`src/sac_pkg.sv`:
```
// Shared constants and types for the successive-approximation converter control block.
// Assumes a 100 MHz system clock and a 32-bit AXI4-Lite register bus with an 8-bit byte address.
package sac_pkg;

  // ==========================================================================
  // Register map
  // ==========================================================================
  localparam int ADDR_W = 8;
  localparam logic [7:0] OFF_SEL = 8'h00;
  localparam logic [7:0] OFF_CSA = 8'h04;
  localparam logic [7:0] OFF_CSB = 8'h08;
  localparam logic [7:0] OFF_RLO = 8'h0C;
  localparam logic [7:0] OFF_RHI = 8'h10;
  localparam logic [7:0] OFF_PWR = 8'h14;

  // ==========================================================================
  // Field positions
  // ==========================================================================
  localparam int SEL_CH_LSB = 0;
  localparam int SEL_LADJ_BIT = 5;
  localparam int SEL_REF_LSB = 6;
  localparam int CSA_PS_LSB = 0;
  localparam int CSA_FLAG_BIT = 4;
  localparam int CSA_ATE_BIT = 5;
  localparam int CSA_START_BIT = 6;
  localparam int CSA_EN_BIT = 7;
  localparam int CSB_TS_LSB = 0;
  localparam int PWR_BIT = 0;
  localparam logic [7:0] SEL_WMASK = 8'hEF;

  // ==========================================================================
  // Reset values and encodings
  // ==========================================================================
  localparam logic [7:0] SEL_RST = 8'h00;
  localparam logic [7:0] CSA_RST = 8'h00;
  localparam logic [7:0] CSB_RST = 8'h00;
  localparam logic PWR_RST = 1'b0;
  localparam logic [3:0] CH_BANDGAP = 4'hE;
  localparam logic [3:0] CH_GND = 4'hF;
  localparam logic [1:0] REF_PIN = 2'h0;
  localparam logic [1:0] REF_RSVD = 2'h2;
  localparam logic [2:0] TS_FREE_RUN = 3'h0;
  localparam logic [2:0] PS_MIN_SHIFT = 3'h1;
  localparam logic [1:0] RESP_OKAY = 2'h0;
  localparam logic [1:0] RESP_SLVERR = 2'h2;

  // ==========================================================================
  // Conversion timing, counted in half converter clock cycles
  // ==========================================================================
  // Normal: hold at 1.5 cycles, done at 13 cycles.
  localparam logic [5:0] NORM_SH = 6'h03;
  localparam logic [5:0] NORM_END = 6'h1A;
  // First after enable: hold at 13.5 cycles, done at 25 cycles.
  localparam logic [5:0] FIRST_SH = 6'h1B;
  localparam logic [5:0] FIRST_END = 6'h32;
  // Auto-triggered: hold at 2 cycles, done at 13.5 cycles.
  localparam logic [5:0] AUTO_SH = 6'h04;
  localparam logic [5:0] AUTO_END = 6'h1B;
  // The final converter cycle spans two half cycles.
  localparam logic [5:0] LAST_CYCLE_HC = 6'h02;

  typedef enum logic [1:0] {
    SAC_IDLE = 2'b00,
    SAC_WAIT = 2'b01,
    SAC_CONV = 2'b11
  } sac_conv_e;

endpackage : sac_pkg

```
`src/sac_presc_if.sv`:
```
// Link between the sequencer and the converter clock prescaler.
// Assumes both ends run on the same system clock.
`timescale 1ns/1ps
interface sac_presc_if;
  logic en;
  logic clr;
  logic [2:0] div_sel;
  logic rise;
  logic fall;
  modport ctrl (output en, output clr, output div_sel, input rise, input fall);
  modport presc (input en, input clr, input div_sel, output rise, output fall);
endinterface : sac_presc_if

```
`src/sac_presc.sv`:
```
// Converter clock prescaler: one-cycle pulses on the rising and falling edges of the divided clock.
// Assumes the controller holds en low whenever the converter is disabled.
`timescale 1ns/1ps
module sac_presc #(
  parameter int DIV_W = 7
) (
  input wire logic clk,
  input wire logic sys_rst,
  input wire logic ce,
  sac_presc_if.presc pif
);

  // ==========================================================================
  // Parameter check
  // ==========================================================================
  // The largest divisor is 128, so the counter needs seven bits.
  if (DIV_W < 7) begin : g_bad_width
    $error("sac_presc: DIV_W must be at least 7");
  end

  typedef struct packed {
    logic [DIV_W-1:0] cnt;
    logic rise;
    logic fall;
  } sac_presc_s;

  sac_presc_s q;
  sac_presc_s n;
  logic [2:0] shift;
  logic [DIV_W-1:0] lim;

  // ==========================================================================
  // Divider
  // ==========================================================================
  always_comb begin
    n = q;
    shift = (pif.div_sel < sac_pkg::PS_MIN_SHIFT) ? sac_pkg::PS_MIN_SHIFT : pif.div_sel;
    lim = DIV_W'((32'h0000_0001 << shift) - 32'h0000_0001);
    n.rise = 1'b0;
    n.fall = 1'b0;
    if (!pif.en || pif.clr) begin
      n.cnt = '0;
    end else begin
      n.rise = (q.cnt == lim);
      n.fall = (q.cnt == (lim >> 1));
      n.cnt = (q.cnt == lim) ? '0 : q.cnt + 1'b1;
    end
  end

  always_ff @(posedge clk) begin
    if (sys_rst) begin
      q <= '0;
    end else if (ce) begin
      q <= n;
    end
  end

  assign pif.rise = q.rise;
  assign pif.fall = q.fall;
endmodule : sac_presc

```
`src/sac_top.sv`:
```
// Conversion control for a 10-bit successive-approximation converter with an AXI4-Lite register file.
// Assumes trigger sources and the SAR result are synchronous to clk; the analog core samples on sample_hold.
// Behaviour
// - Converter idle and selections frozen until enabled
// - Prescaler runs while enabled, reset otherwise
// - Start bit begins conversion, clears at end; stays set while free-running
// - Conversion begins on next converter clock rise
// - Thirteen cycles normally, twenty-five first time
// - Hold at 1.5 or 13.5 cycles
// - Triggered: hold at two, done 13.5
// - Completion stores result, sets flag, clears start; free-running keeps start set
// - Trigger edge resets prescaler, starts conversion
// - Trigger edges during conversion are ignored
// - Trigger flags need clearing for new edge
// - Flag source restarts conversion immediately, free-running
// - Start bit works with auto trigger; shows busy
// - Channel change waits for current conversion
// - Result right-aligned, or left-aligned on select
// - Low byte read locks result until high
// - Flag still set when result discarded
// - Channel field picks pin, ground or bandgap
// - Reference field picks supply, 1.1V or pin
// - Selections buffered, locked during conversion
//
// The implementer's own choices: the AXI4-Lite register port and the register offsets.
`timescale 1ns/1ps
module sac_top #(
  parameter int DIV_W = 7
) (
  input wire logic clk,
  input wire logic sys_rst,
  input wire logic ce,
  input wire logic s_axi_awvalid,
  output logic s_axi_awready,
  input wire logic [7:0] s_axi_awaddr,
  input wire logic s_axi_wvalid,
  output logic s_axi_wready,
  input wire logic [31:0] s_axi_wdata,
  input wire logic [3:0] s_axi_wstrb,
  output logic s_axi_bvalid,
  input wire logic s_axi_bready,
  output logic [1:0] s_axi_bresp,
  input wire logic s_axi_arvalid,
  output logic s_axi_arready,
  input wire logic [7:0] s_axi_araddr,
  output logic s_axi_rvalid,
  input wire logic s_axi_rready,
  output logic [31:0] s_axi_rdata,
  output logic [1:0] s_axi_rresp,
  input wire logic [6:0] trig_src,
  input wire logic [9:0] sar_result,
  output logic analog_enable,
  output logic [3:0] input_channel_select,
  output logic [1:0] reference_select_bits,
  output logic sample_hold,
  output logic conv_active,
  output logic conversion_complete_flag
);

  // ==========================================================================
  // State
  // ==========================================================================
  typedef struct packed {
    logic awready;
    logic wready;
    logic arready;
    logic bvalid;
    logic rvalid;
    logic [1:0] bresp;
    logic [1:0] rresp;
    logic [31:0] rdata;
    logic aw_have;
    logic w_have;
    logic [7:0] awaddr;
    logic [31:0] wdata;
    logic [3:0] wstrb;
    logic [7:0] sel;
    logic [7:0] csa;
    logic [7:0] csb;
    logic pwr;
    logic [9:0] res;
    logic lock;
    sac_pkg::sac_conv_e st;
    logic [5:0] half;
    logic first;
    logic auto_run;
    logic [2:0] trig_sh;
    logic trig_edge;
    logic [3:0] ch_app;
    logic [1:0] ref_app;
    logic sh;
    logic active;
    logic presc_clr;
    logic analog_en;
  } sac_state_s;

  localparam sac_state_s RST_STATE = '{
    sel: sac_pkg::SEL_RST,
    csa: sac_pkg::CSA_RST,
    csb: sac_pkg::CSB_RST,
    pwr: sac_pkg::PWR_RST,
    st: sac_pkg::SAC_IDLE,
    first: 1'b1,
    default: '0
  };

  sac_state_s q;
  sac_state_s n;
  logic en_eff;
  logic done;
  logic follow;
  logic free_run;
  logic trig_pick;
  logic [2:0] ts;
  logic [5:0] sh_pt;
  logic [5:0] end_pt;
  logic [7:0] res_lo;
  logic [7:0] res_hi;
  logic [3:0] ch_req;
  logic [1:0] ref_req;

  sac_presc_if pif ();

  sac_presc #(
    .DIV_W(DIV_W)
  ) u_presc (
    .clk(clk),
    .sys_rst(sys_rst),
    .ce(ce),
    .pif(pif)
  );

  assign pif.en = q.analog_en;
  assign pif.clr = q.presc_clr;
  assign pif.div_sel = q.csa[sac_pkg::CSA_PS_LSB +: 3];

  // ==========================================================================
  // Next state
  // ==========================================================================
  always_comb begin
    n = q;
    done = 1'b0;
    ts = q.csb[sac_pkg::CSB_TS_LSB +: 3];
    free_run = q.csa[sac_pkg::CSA_ATE_BIT] && (ts == sac_pkg::TS_FREE_RUN);
    sh_pt = q.first ? sac_pkg::FIRST_SH : (q.auto_run ? sac_pkg::AUTO_SH : sac_pkg::NORM_SH);
    end_pt = q.first ? sac_pkg::FIRST_END : (q.auto_run ? sac_pkg::AUTO_END : sac_pkg::NORM_END);
    if (q.sel[sac_pkg::SEL_LADJ_BIT]) begin
      res_lo = {q.res[1:0], 6'h00};
      res_hi = q.res[9:2];
    end else begin
      res_lo = q.res[7:0];
      res_hi = {6'h00, q.res[9:8]};
    end

    // Write channel: address and data are captured independently, then applied together.
    if (q.bvalid && s_axi_bready) begin
      n.bvalid = 1'b0;
    end
    if (s_axi_awvalid && q.awready) begin
      n.aw_have = 1'b1;
      n.awaddr = s_axi_awaddr;
    end
    if (s_axi_wvalid && q.wready) begin
      n.w_have = 1'b1;
      n.wdata = s_axi_wdata;
      n.wstrb = s_axi_wstrb;
    end
    if (q.aw_have && q.w_have && !q.bvalid) begin
      n.aw_have = 1'b0;
      n.w_have = 1'b0;
      n.bvalid = 1'b1;
      n.bresp = sac_pkg::RESP_OKAY;
      case (q.awaddr[7:2])
        sac_pkg::OFF_SEL[7:2]: begin
          if (q.wstrb[0]) begin
            n.sel = q.wdata[7:0] & sac_pkg::SEL_WMASK;
          end
        end
        sac_pkg::OFF_CSA[7:2]: begin
          if (q.wstrb[0]) begin
            n.csa[sac_pkg::CSA_EN_BIT] = q.wdata[sac_pkg::CSA_EN_BIT];
            n.csa[sac_pkg::CSA_ATE_BIT] = q.wdata[sac_pkg::CSA_ATE_BIT];
            n.csa[sac_pkg::CSA_PS_LSB +: 3] = q.wdata[sac_pkg::CSA_PS_LSB +: 3];
            if (q.wdata[sac_pkg::CSA_START_BIT]) begin
              n.csa[sac_pkg::CSA_START_BIT] = 1'b1;
            end
            if (q.wdata[sac_pkg::CSA_FLAG_BIT]) begin
              n.csa[sac_pkg::CSA_FLAG_BIT] = 1'b0;
            end
          end
        end
        sac_pkg::OFF_CSB[7:2]: begin
          if (q.wstrb[0]) begin
            n.csb = {5'h00, q.wdata[sac_pkg::CSB_TS_LSB +: 3]};
          end
        end
        sac_pkg::OFF_RLO[7:2], sac_pkg::OFF_RHI[7:2]: begin
          n.bresp = sac_pkg::RESP_OKAY;
        end
        sac_pkg::OFF_PWR[7:2]: begin
          if (q.wstrb[0]) begin
            n.pwr = q.wdata[sac_pkg::PWR_BIT];
          end
        end
        default: begin
          n.bresp = sac_pkg::RESP_SLVERR;
        end
      endcase
    end
    n.awready = !n.aw_have && !n.bvalid;
    n.wready = !n.w_have && !n.bvalid;

    // Read channel.
    if (q.rvalid && s_axi_rready) begin
      n.rvalid = 1'b0;
    end
    if (s_axi_arvalid && q.arready) begin
      n.rvalid = 1'b1;
      n.rresp = sac_pkg::RESP_OKAY;
      n.rdata = 32'h0000_0000;
      case (s_axi_araddr[7:2])
        sac_pkg::OFF_SEL[7:2]: n.rdata[7:0] = q.sel;
        sac_pkg::OFF_CSA[7:2]: n.rdata[7:0] = q.csa;
        sac_pkg::OFF_CSB[7:2]: n.rdata[7:0] = q.csb;
        sac_pkg::OFF_RLO[7:2]: begin
          n.rdata[7:0] = res_lo;
          n.lock = 1'b1;
        end
        sac_pkg::OFF_RHI[7:2]: begin
          n.rdata[7:0] = res_hi;
          n.lock = 1'b0;
        end
        sac_pkg::OFF_PWR[7:2]: n.rdata[sac_pkg::PWR_BIT] = q.pwr;
        default: n.rresp = sac_pkg::RESP_SLVERR;
      endcase
    end
    n.arready = !n.rvalid;

    en_eff = n.csa[sac_pkg::CSA_EN_BIT] && !n.pwr;

    trig_pick = (ts == sac_pkg::TS_FREE_RUN) ? 1'b0 : trig_src[ts - 3'h1];
    n.trig_sh = {q.trig_sh[1:0], trig_pick};
    n.trig_edge = q.trig_sh[1] && !q.trig_sh[2];

    // Sequencer.
    n.sh = 1'b0;
    n.presc_clr = 1'b0;
    if (!en_eff) begin
      n.st = sac_pkg::SAC_IDLE;
      n.half = 6'h00;
      n.first = 1'b1;
      n.auto_run = 1'b0;
      n.csa[sac_pkg::CSA_START_BIT] = 1'b0;
    end else begin
      unique case (q.st)
        sac_pkg::SAC_IDLE: begin
          if (q.csa[sac_pkg::CSA_ATE_BIT] && q.trig_edge && ts != sac_pkg::TS_FREE_RUN) begin
            n.st = sac_pkg::SAC_CONV;
            n.half = 6'h00;
            n.auto_run = 1'b1;
            n.presc_clr = 1'b1;
            n.csa[sac_pkg::CSA_START_BIT] = 1'b1;
          end else if (q.csa[sac_pkg::CSA_START_BIT]) begin
            n.st = sac_pkg::SAC_WAIT;
          end
        end
        sac_pkg::SAC_WAIT: begin
          if (pif.rise) begin
            n.st = sac_pkg::SAC_CONV;
            n.half = 6'h00;
            n.auto_run = 1'b0;
          end
        end
        sac_pkg::SAC_CONV: begin
          if ((pif.rise || pif.fall) && !q.presc_clr) begin
            n.half = q.half + 6'h01;
            n.sh = (n.half == sh_pt);
            done = (n.half == end_pt);
          end
        end
      endcase
    end

    if (done) begin
      n.first = 1'b0;
      n.csa[sac_pkg::CSA_FLAG_BIT] = 1'b1;
      if (!n.lock) begin
        n.res = sar_result;
      end
      if (free_run) begin
        n.half = 6'h00;
        n.auto_run = 1'b0;
      end else begin
        n.st = sac_pkg::SAC_IDLE;
        n.csa[sac_pkg::CSA_START_BIT] = 1'b0;
      end
    end

    ch_req = q.sel[sac_pkg::SEL_CH_LSB +: 4];
    if (ch_req > 4'h7 && ch_req != sac_pkg::CH_BANDGAP) begin
      ch_req = sac_pkg::CH_GND;
    end
    ref_req = q.sel[sac_pkg::SEL_REF_LSB +: 2];
    if (ref_req == sac_pkg::REF_RSVD) begin
      ref_req = sac_pkg::REF_PIN;
    end
    follow = (q.st != sac_pkg::SAC_CONV) || (q.half >= end_pt - sac_pkg::LAST_CYCLE_HC);
    if (en_eff && follow) begin
      n.ch_app = ch_req;
      n.ref_app = ref_req;
    end
    n.active = (n.st == sac_pkg::SAC_CONV);
    n.analog_en = en_eff;
  end

  always_ff @(posedge clk) begin
    if (sys_rst) begin
      q <= RST_STATE;
    end else if (ce) begin
      q <= n;
    end
  end

  // ==========================================================================
  // Outputs
  // ==========================================================================
  assign s_axi_awready = q.awready;
  assign s_axi_wready = q.wready;
  assign s_axi_bvalid = q.bvalid;
  assign s_axi_bresp = q.bresp;
  assign s_axi_arready = q.arready;
  assign s_axi_rvalid = q.rvalid;
  assign s_axi_rdata = q.rdata;
  assign s_axi_rresp = q.rresp;
  assign analog_enable = q.analog_en;
  assign input_channel_select = q.ch_app;
  assign reference_select_bits = q.ref_app;
  assign sample_hold = q.sh;
  assign conv_active = q.active;
  assign conversion_complete_flag = q.csa[sac_pkg::CSA_FLAG_BIT];
endmodule : sac_top

```
`config.mk`:
```
export PLATFORM = sky130hd
export DESIGN_NAME = sac_top
export DESIGN_NICKNAME = d
export VERILOG_FILES = /design/src/sac_pkg.sv /design/src/sac_presc_if.sv /design/src/sac_presc.sv /design/src/sac_top.sv
export SDC_FILE = /design/constraint.sdc
export NUM_CORES = 1
export LEC_CHECK = 0
export ABC_AREA = 0
export BUFFER_PORTS_ARGS = -buffer_cell sky130_fd_sc_hd__buf_2
export CORE_UTILIZATION = 54
export CTS_BUF_LIST = sky130_fd_sc_hd__clkbuf_16
export DETAILED_ROUTE_END_ITERATION = 10
export PLACE_DENSITY_LB_ADDON = 0.08
export SETUP_SLACK_MARGIN = 0.02
export SYNTH_ARGS = -nofsm -noshare
export SYNTH_HDL_FRONTEND = slang
export SYNTH_HIERARCHICAL = 1
export SYNTH_SLANG_ARGS = --single-unit
export TNS_END_PERCENT = 30
```
`constraint.sdc`:
```
create_clock -name clk -period 2.9 [get_ports clk]
set_input_delay 0.29 -clock clk [delete_from_list [all_inputs] [get_ports clk]]
set_output_delay 0.29 -clock clk [all_outputs]
set_load 0.01 [all_outputs]
```
# Word level (Yosys, flattened, before mapping)
# Cells that the tools add are included.
# word_totals
register_bits	98
inputBits	77
word_cells	187
# op_classes
add_sub_neg	5
n_lt_le_gt_ge	4
n_eq_ne	21
n_shift	1
mux	68
bitwise	1
reduce_logical	51
# ops
cell	count
$mux W1	35
$pmux W7 S5	1
$mux W8	4
$eq A6 B2 Y1 const B	4
$eq A6 B3 Y1 const B	4
$mux W6	4
$pmux W6 S3	1
$logic_and A1 B1 Y1	17
$mux W2	8
$mux W4	4
$mux W7	2
$eq A6 B1 Y1 const B	2
$logic_not A6 Y1	2
$reduce_and A2 Y1	6
$reduce_and A4 Y1	3
$reduce_or A6 Y1	2
$mux W10	1
$logic_not A1 Y1	9
$reduce_bool A2 Y1	4
$add A7 B1 Y7 const B	1
$eq A7 B6 Y1	1
$eq A7 B7 Y1	1
$shl A1 B3 Y7 const A	1
$sub A7 B1 Y7 const B	1
27 further kinds	33

# Depth between registers and ports, before layout
# Gate-level depths: netlist of run 1.
# logic_depth
ltp_word	9
ltp_mapped	8
mapped_depth_nobuf	8

# By module
# Netlist of run 1, hierarchy kept.
# modules_own_cells
mod	n_inst	cells_each	area_each_um2	seq_area_each_um2
sac_top	1	533	4549.4	1701.6
sac_presc	1	90	700.7	180.2

# Worst setup path before layout of run 1
# No wires, ideal clock.
# synth_timing
path_kind	register to register
from	reg q[15] in the netlist's numbering
to	reg q (netlist bit input_channel_select[3])
setup_ns	0.128
arrival_ns	2.114
required_time_ns	2.772
slack_ns	0.659
path_stages_with_launch	9
n_path_buf	0
period_less_slack_ns	2.241
path_cell_list	dfxtp_1 > nor2b_1 > ha_1 > or4b_1 > a21oi_1 > nor2_1 > o31ai_4 > mux2i_1 > nor2_1
# synth_between
elab_chain_cells	6
# synth_rtl
item	line	rtl
start, declared	sac_top.sv:107	sac_state_s q;
start signal, assigned	sac_top.sv:320	q <= n;
$mux W6	sac_top.sv:146	end_pt = q.first ? sac_pkg::FIRST_END : (q.auto_run ? sac_pkg::AUTO_END : sac_pkg::NORM_END);
$sub A6 B2 Y6	sac_top.sv:307	follow = (q.st != sac_pkg::SAC_CONV) || (q.half >= end_pt - sac_pkg::LAST_CYCLE_HC);
$ge A6 B6 Y1	sac_top.sv:307	
$logic_or A1 B1 Y1	sac_top.sv:307	
$logic_and A1 B1 Y1	sac_top.sv:308	if (en_eff && follow) begin
$reduce_and A2 Y1 (no line)	-	
# No other way between the ends.
# A chain may end at the register's enable or synchronous reset.

# Final worst setup path of run 1
# layout_timing
from	reg q[15] in the netlist's numbering
to	reg q (netlist bit reference_select_bits[0])
# Same word-level chain as after synthesis.

==> results of run 1 <==
-- synth_stat cells, types with 3 or more instances --
cell / number
sky130_fd_sc_hd__ha_1: 8
sky130_fd_sc_hd__dfxtp_1: 94
sky130_fd_sc_hd__a22o_1: 3
sky130_fd_sc_hd__xor2_1: 3
sky130_fd_sc_hd__o21ai_0: 14
sky130_fd_sc_hd__inv_1: 13
sky130_fd_sc_hd__nor2b_1: 11
sky130_fd_sc_hd__mux2i_1: 40
sky130_fd_sc_hd__a211oi_1: 11
sky130_fd_sc_hd__nand3b_1: 13
sky130_fd_sc_hd__a31oi_1: 5
sky130_fd_sc_hd__a21oi_1: 35
sky130_fd_sc_hd__and3_1: 7
sky130_fd_sc_hd__a311oi_1: 4
sky130_fd_sc_hd__or3_1: 4
sky130_fd_sc_hd__buf_2: 6
sky130_fd_sc_hd__nand2b_1: 10
sky130_fd_sc_hd__nand2_1: 63
sky130_fd_sc_hd__nor4_2: 4
sky130_fd_sc_hd__a222oi_1: 3
sky130_fd_sc_hd__nor2_1: 80
sky130_fd_sc_hd__mux2_2: 5
sky130_fd_sc_hd__nand3_1: 17
sky130_fd_sc_hd__a221oi_1: 3
sky130_fd_sc_hd__buf_6: 3
sky130_fd_sc_hd__xnor2_1: 5
sky130_fd_sc_hd__and2_1: 4
sky130_fd_sc_hd__nor3_1: 14
sky130_fd_sc_hd__or2_2: 3
sky130_fd_sc_hd__clkbuf_1: 22
sky130_fd_sc_hd__o211ai_1: 6
sky130_fd_sc_hd__buf_4: 43
sky130_fd_sc_hd__a22oi_1: 6
sky130_fd_sc_hd__or4_1: 3
-- cells by family after synthesis --
| logic type | count (synthesis) |
|---|---|
| fa+ha+maj | 8 |
| compound gates | 124 |
| mux | 46 |
| flops | 94 |
| buf+inv | 89 |
| other cells | 1 |
| xor+xnor | 8 |
| simple gates | 253 |
-- cell usage in the layout (no fill, tap or decap), types with 3 or more instances in the layout --
master and instances:
sky130_fd_sc_hd__a311oi_1 4, sky130_fd_sc_hd__o211ai_1 6, sky130_fd_sc_hd__nand3b_1 13, sky130_fd_sc_hd__inv_1 13
sky130_fd_sc_hd__nand2_1 63, sky130_fd_sc_hd__ha_1 8, sky130_fd_sc_hd__mux2_2 5, sky130_fd_sc_hd__nand3_1 17
sky130_fd_sc_hd__o21ai_0 14, sky130_fd_sc_hd__or3_1 4, sky130_fd_sc_hd__buf_2 70, sky130_fd_sc_hd__a22oi_1 6
sky130_fd_sc_hd__a211oi_1 11, sky130_fd_sc_hd__buf_4 10, sky130_fd_sc_hd__nor2b_1 11, sky130_fd_sc_hd__nor3_1 14
sky130_fd_sc_hd__and3_1 7, sky130_fd_sc_hd__clkbuf_16 9, sky130_fd_sc_hd__nor4_2 4, sky130_fd_sc_hd__nand2b_1 10
sky130_fd_sc_hd__a222oi_1 3, sky130_fd_sc_hd__nor2_1 80, sky130_fd_sc_hd__dfxtp_1 94, sky130_fd_sc_hd__xnor2_1 5
sky130_fd_sc_hd__a21oi_1 35, sky130_fd_sc_hd__a31oi_1 5, sky130_fd_sc_hd__xor2_1 3, sky130_fd_sc_hd__a22o_1 3
sky130_fd_sc_hd__or2_2 3, sky130_fd_sc_hd__and2_1 4, sky130_fd_sc_hd__a221oi_1 3, sky130_fd_sc_hd__mux2i_1 40
sky130_fd_sc_hd__conb_1 26, sky130_fd_sc_hd__or4_1 3
-- routing by layer --
| metal | GRT usage (%) | share of wire [%] |
|---|---|---|
| met1 | 33.5 | 48 |
| met5 | 0 | 0 |
| met3 | 2.57 | 3.4 |
| met4 | 7.69 | 1.3 |
| met2 | 40.5 | 47 |
-- stage by stage --
stage	hold WS (ps)	cell area [µm²]
CTS	181	5780
global route	190	5780
detailed placement	427	5450
global placement	420	5450
finish	185	5780
floorplan	359	5340
-- power breakdown --
part           switching (W)  leakage (nW)  total (W)  internal, W
combinational       0.000101          1.33   0.000160    0.0000581
sequential         0.0000146         0.759    0.00132      0.00131
clock               0.000514         0.152    0.00127     0.000759
total               0.000630          2.24    0.00275      0.00212
-- critical path, delay by kind of cell (launching register included) --
family / cells / cell delay (ps)
multiplexers: 1 / 260
flip-flops: 1 / 370
AO/OA/AOI/OAI: 2 / 670
adder cells (fa/ha/maj): 1 / 290
AND/OR/NAND/NOR: 4 / 870
-- registers in the layout, indices dropped and copies added, names as in the netlist, 2 cells and up --
name / flops
q: 54
s_axi_rdata: 8
u_presc/q: 7
input_channel_select: 4
pif.div_sel: 3
n: 2
reference_select_bits: 2
-- worst paths after layout --
path	start	end	slack (ps)	depth (start not counted)
worst max-delay path	q[15]	reference_select_bits[0]	300	8
worst min-delay path	s_axi_awaddr[7]	q[103]	190	3
worst min register to register	conv_active	conv_active	430	2
worst max register to register	q[15]	reference_select_bits[0]	300	8
-- cell type report --
| cell class | count | area [µm²] |
|---|---|---|
| tap | 129 | 161 |
| fill | 853 | 3550 |
| multi-input combinational | 465 | 2940 |
| clock inverter | 7 | 97.6 |
| clock buffer | 9 | 225 |
| sequential | 94 | 1880 |
| inverter | 13 | 48.8 |
| timing repair buffer | 80 | 425 |
==> flow_summary.toml, run 1 <==
[sta]
tightest_slew_ps = 646
finalWorstPathRequiredPeriod_ps = 2600
final_setup_violations = 0
grt_setup_unrepaired = "false"
min_period_over_period_pct = 89.6
clock-skew-final_ps = 9.94
final.setup.worst_slack_ps = 303
slew_violations = 0
fin_tns_setup_ps = 0
slew_headroom_pct = 56.4
max_clock_freq_ghz = 0.385
hold_viol_final = 0

[critical_path]
timing.critical_path.slowest_cell_delay_ps = 510
slowest_stage = "sky130_fd_sc_hd__o31ai_4"
worst_ep_arrival_ps = 2810
start_kind = "flop"
crit_path_frequent_cell = "sky130_fd_sc_hd__nor2_1"
cp-end-kind = "flop"
cp_max_fo = 9
timing_worst_setup_path_type = "flop to flop"
worstPathCellList = "nor2b_1 > ha_1 > or4b_1 > a21oi_1 > nor2_1 > o31ai_4 > mux2i_1 > nor2_1"
worst-endpoint-required_ps = 3110

[global_route]
grt_pass1_vias = 4054
grt-ovfl-total = 0
grt_first_pass_wirelength_um = 19700
globalRouteTotalUtil_pct = 24.5
grt_start_max_net_pins = 52
grt_antenna_before_repair = 0

[yosys]
synth-compound-area-share_pct = 17.3
mappedNetlistArea_um2 = 5250
fraction_of_synthesized_cell_area_taken_by_the_top_area_cell_type_pct = 35.8
netlist_instances = 623
yosys-mux-area-fraction_pct = 9.13
dominant_register_cell_in_the_synthesized_netlist = "sky130_fd_sc_hd__dfxtp_1"
synth_top_family_by_area = "simple AND/OR/NAND/NOR gates"
yosys.area_share.simple_pct = 24.4
ys_ff_latch = 94
synth_area_in_adders_pct = 1.91
synth_largest_area_cell = "sky130_fd_sc_hd__dfxtp_1"
asyncSetResetFlopFracSynth_pct = 0
synth_xor_xnor_area_share_pct = 1.33
synth_cell_types = 82
synthesized_area_per_cell_um2 = 8.43
yosys_warnings = 6
synth-edff-count = 0
sequential_area_share_after_synthesis_pct = 35.8
synth_area_leaders = "sky130_fd_sc_hd__dfxtp_1 (36%), sky130_fd_sc_hd__mux2i_1 (7.6%), sky130_fd_sc_hd__buf_4 (6.1%), sky130_fd_sc_hd__nor2_1 (5.7%), sky130_fd_sc_hd__nand2_1 (4.5%)"

[run_status]
status = "finished, final reports clean"

[placement]
gp_routability_congestion = 0.894
place_ws_ps = 279
placed_cells_incl_taps = 781
io_buffers = 70
dp_hpwl_um = 8760

[clock_network]
clk_transition_reported_paths_ps = 70
cts.repair_timing.setup_buffer_count = 0
ctsLongestPathBuffers = 2
clock_tree.root_cell = "sky130_fd_sc_hd__clkbuf_16"
cts-buffers-inserted = 9
worst_skew_pair.late_latency_ps = 340
post_cts_hold_buffer_count = 0
clock-sinks = 94
tritoncts = "built"
clock_tree.htree_level_count = 3
post_cts_resized = 0

[pwr]
power-per-cell-area_nw_per_um2 = 477
worst_ir_drop_vdd_uv = 338
power.static_leakage_nw = 2.24
power.total_w = 0.00275

[routing]
detail_route.vias_per_cell = 5.58
drt_iter0_markers = 186
wl_um = 11900
remaining_drcs = 0
detailedRoute.firstPassIterationCount = 5
drt-wirelength-per-cell_um = 14.9
post_route_ant_nets = 0
dr_total_vias = 4445

[finish]
diodes = 0
final_cells = 797
num-nets-final = 748
final_layout_size_suffix_gt1_share_pct = 18.7
area_growth_pct = 10.0
post-route-util_pct = 61.9

[floorplanning]
design.die.area_um2 = 10100
initial_cell_density_of_the_core_pct = 56.3
die-height_um = 101
coreArea_um2 = 9330
core.rowCount = 35
ioPinCount = 128
die-width_um = 101

[worst_hold_path]
holdCritPathClass = "primary input to flop"

[job]
cap_violations = 0
Note: power is estimated with default switching activity, not from simulation.
==> run 2: changes to the inputs <==
--- a/config.mk
+++ b/config.mk
@@ -10,7 +10,7 @@
 export CORE_UTILIZATION = 54
 export CTS_BUF_LIST = sky130_fd_sc_hd__clkbuf_16
 export DETAILED_ROUTE_END_ITERATION = 10
-export PLACE_DENSITY_LB_ADDON = 0.08
+export PLACE_DENSITY = 0.81
 export SETUP_SLACK_MARGIN = 0.02
 export SYNTH_ARGS = -nofsm -noshare
 export SYNTH_HDL_FRONTEND = slang
==> run 2 against run 1 <==
Design area hardly changed. Register-to-register slack worse by 20 ps. Power is 3.7% higher. Fmax is 0.68% lower. Hold slack worse by 11 ps. Critical path depth stayed put. Setup slack worse by 18 ps. Combinational power hardly changed. First-iteration DRC count is 81% higher.
==> flow_summary.toml, run 2 (synthesis gave the netlist of run 1 again) <==
[run_status]
status = "finished, final reports clean"

[clock_network]
tritoncts = "built"
post_cts_resized = 0
post_cts_hold_buffer_count = 0
ctsLongestPathBuffers = 2
worst_skew_pair.late_latency_ps = 340
clock_tree.root_cell = "sky130_fd_sc_hd__clkbuf_16"
clk_transition_reported_paths_ps = 70
clock_tree.htree_level_count = 3
cts-buffers-inserted = 9
clock-sinks = 94
cts.repair_timing.setup_buffer_count = 0

[worst_hold_path]
whs_endpoint = "q[101]"
holdCritPathClass = "primary input to flop"
hold_path_startpoint = "s_axi_awaddr[5]"
worst_hold_path.num_cells = 3

[finish]
final_cells = 793
area_growth_pct = 9.96
largest_reg_flops = 54
num-nets-final = 745
final_layout_size_suffix_gt1_share_pct = 18.2
post-route-util_pct = 61.9
commonest_cells_after_routing_fill_and_taps_aside = "sky130_fd_sc_hd__dfxtp_1 (94), sky130_fd_sc_hd__nor2_1 (80), sky130_fd_sc_hd__buf_2 (70), sky130_fd_sc_hd__nand2_1 (63), sky130_fd_sc_hd__mux2i_1 (40)"
most_common_cell_after_layout_fill_and_taps_aside = "sky130_fd_sc_hd__dfxtp_1"
diodes = 0
largest-register = "q"

[critical_path]
critPathTopFamily = "simple AND/OR/NAND/NOR gates"
timing_worst_setup_path_type = "flop to flop"
rr_worst_depth = 8
start_kind = "flop"
worst_ep_arrival_ps = 2820
timing.critical_path.slowest_cell_delay_ps = 510
crit_buf_inv = 0
r2r_slack_ps = 290
cp_max_fo = 9
r2r_start = "q[14]"
worst-endpoint-required_ps = 3100
worstPathCellList = "nor2b_1 > ha_1 > or4b_1 > a21oi_1 > nor2_1 > o31ai_4 > nor2b_4 > nor3_1"
cp-end-kind = "flop"
r2r_end = "input_channel_select[0]"
slowest_stage = "sky130_fd_sc_hd__o31ai_4"

[sta]
finalWorstPathRequiredPeriod_ps = 2610
slew_violations = 0
fin_tns_setup_ps = 0
tightest_hold_margin_ps = 174
min_period_over_period_pct = 90.2
hold_viol_final = 0
max_clock_freq_ghz = 0.382
slew_headroom_pct = 51.9
grt_setup_unrepaired = "false"
tightest_slew_ps = 704
clock-skew-final_ps = 7.53
final_setup_violations = 0

[placement]
io_buffers = 70
gp_routability_congestion = 0.908
dp_hpwl_um = 8810
placed_cells_incl_taps = 778

[global_route]
grt_pass1_vias = 4177
grt_antenna_before_repair = 0
grt-ovfl-total = 0
grt_first_pass_wirelength_um = 20200
globalRouteTotalUtil_pct = 25.1
grt_start_max_net_pins = 68

[pwr]
power.total_w = 0.00285
power.static_leakage_nw = 2.24
power-per-cell-area_nw_per_um2 = 494
worst_ir_drop_vdd_uv = 350

[job]
cap_violations = 0

[routing]
wl_um = 12400
drt-wirelength-per-cell_um = 15.7
detailedRoute.firstPassIterationCount = 5
dr_total_vias = 4575
drt_iter0_markers = 336
remaining_drcs = 0
detail_route.vias_per_cell = 5.77
post_route_ant_nets = 0

[floorplanning]
ioPinCount = 128
core.rowCount = 35
die-width_um = 101
coreArea_um2 = 9330
die-height_um = 101
initial_cell_density_of_the_core_pct = 56.3
design.die.area_um2 = 10100
-- run 2: cell count changes in the layout (fill, tap and decap cells not counted) --
cell,delta
sky130_fd_sc_hd__inv_6,+1
sky130_fd_sc_hd__clkinv_2,-1
sky130_fd_sc_hd__buf_4,-3
sky130_fd_sc_hd__bufinv_16,+1
sky130_fd_sc_hd__clkinvlp_4,-2
-- run 2: worst max path at each step --
stage,end,start,slack [ps],depth (start not counted)
3_3_place_gp,input_channel_select[3],q[15],360,8
6_report,input_channel_select[0],q[14],290,8
3_5_place_dp,input_channel_select[2],q[14],300,8
5_1_grt,reference_select_bits[1],q[14],120,8
4_1_cts,input_channel_select[2],q[14],280,8
2_1_floorplan,input_channel_select[3],q[15],660,8
-- run 2: area by class of cell --
type / count / area, µm²
Sequential cell: 94 / 1880
Timing Repair Buffer: 77 / 403
Inverter: 13 / 48.8
Multi-Input combinational cell: 465 / 2940
Tap cell: 129 / 161
Fill cell: 815 / 3550
Clock inverter: 6 / 116
Clock buffer: 9 / 225
-- run 2: report_power, final --
group          internal (W)  leakage (nW)  switching [W]
Clock              0.000846         0.166       0.000529
Combinational     0.0000557          1.32       0.000103
Sequential          0.00131         0.759      0.0000142
-- run 2: layer usage --
| layer | up-vias | wire length (µm) | track usage, % |
|---|---|---|---|
| met5 | - | 0 | 0 |
| met3 | 15 | 683 | 3.95 |
| met4 | 0 | 163 | 7.47 |
| li1 | 2228 | - | - |
| met2 | 167 | 6090 | 42.7 |
| met1 | 2165 | 5490 | 32.7 |
-- run 2: per-stage QoR --
stage                     worst slack (ps)  cell area [µm²]
after floorplan                        659             5340
after global placement                 365             5430
after detailed placement               298             5430
after CTS                              276             5770
after global routing                   118             5770
final                                  285             5770
-- run 2: worst min-delay path: cells and delay by family --
kind | cells | cell delay [ps]
simple gates | 1 | 70
mux | 1 | 50
buf+inv | 1 | 70
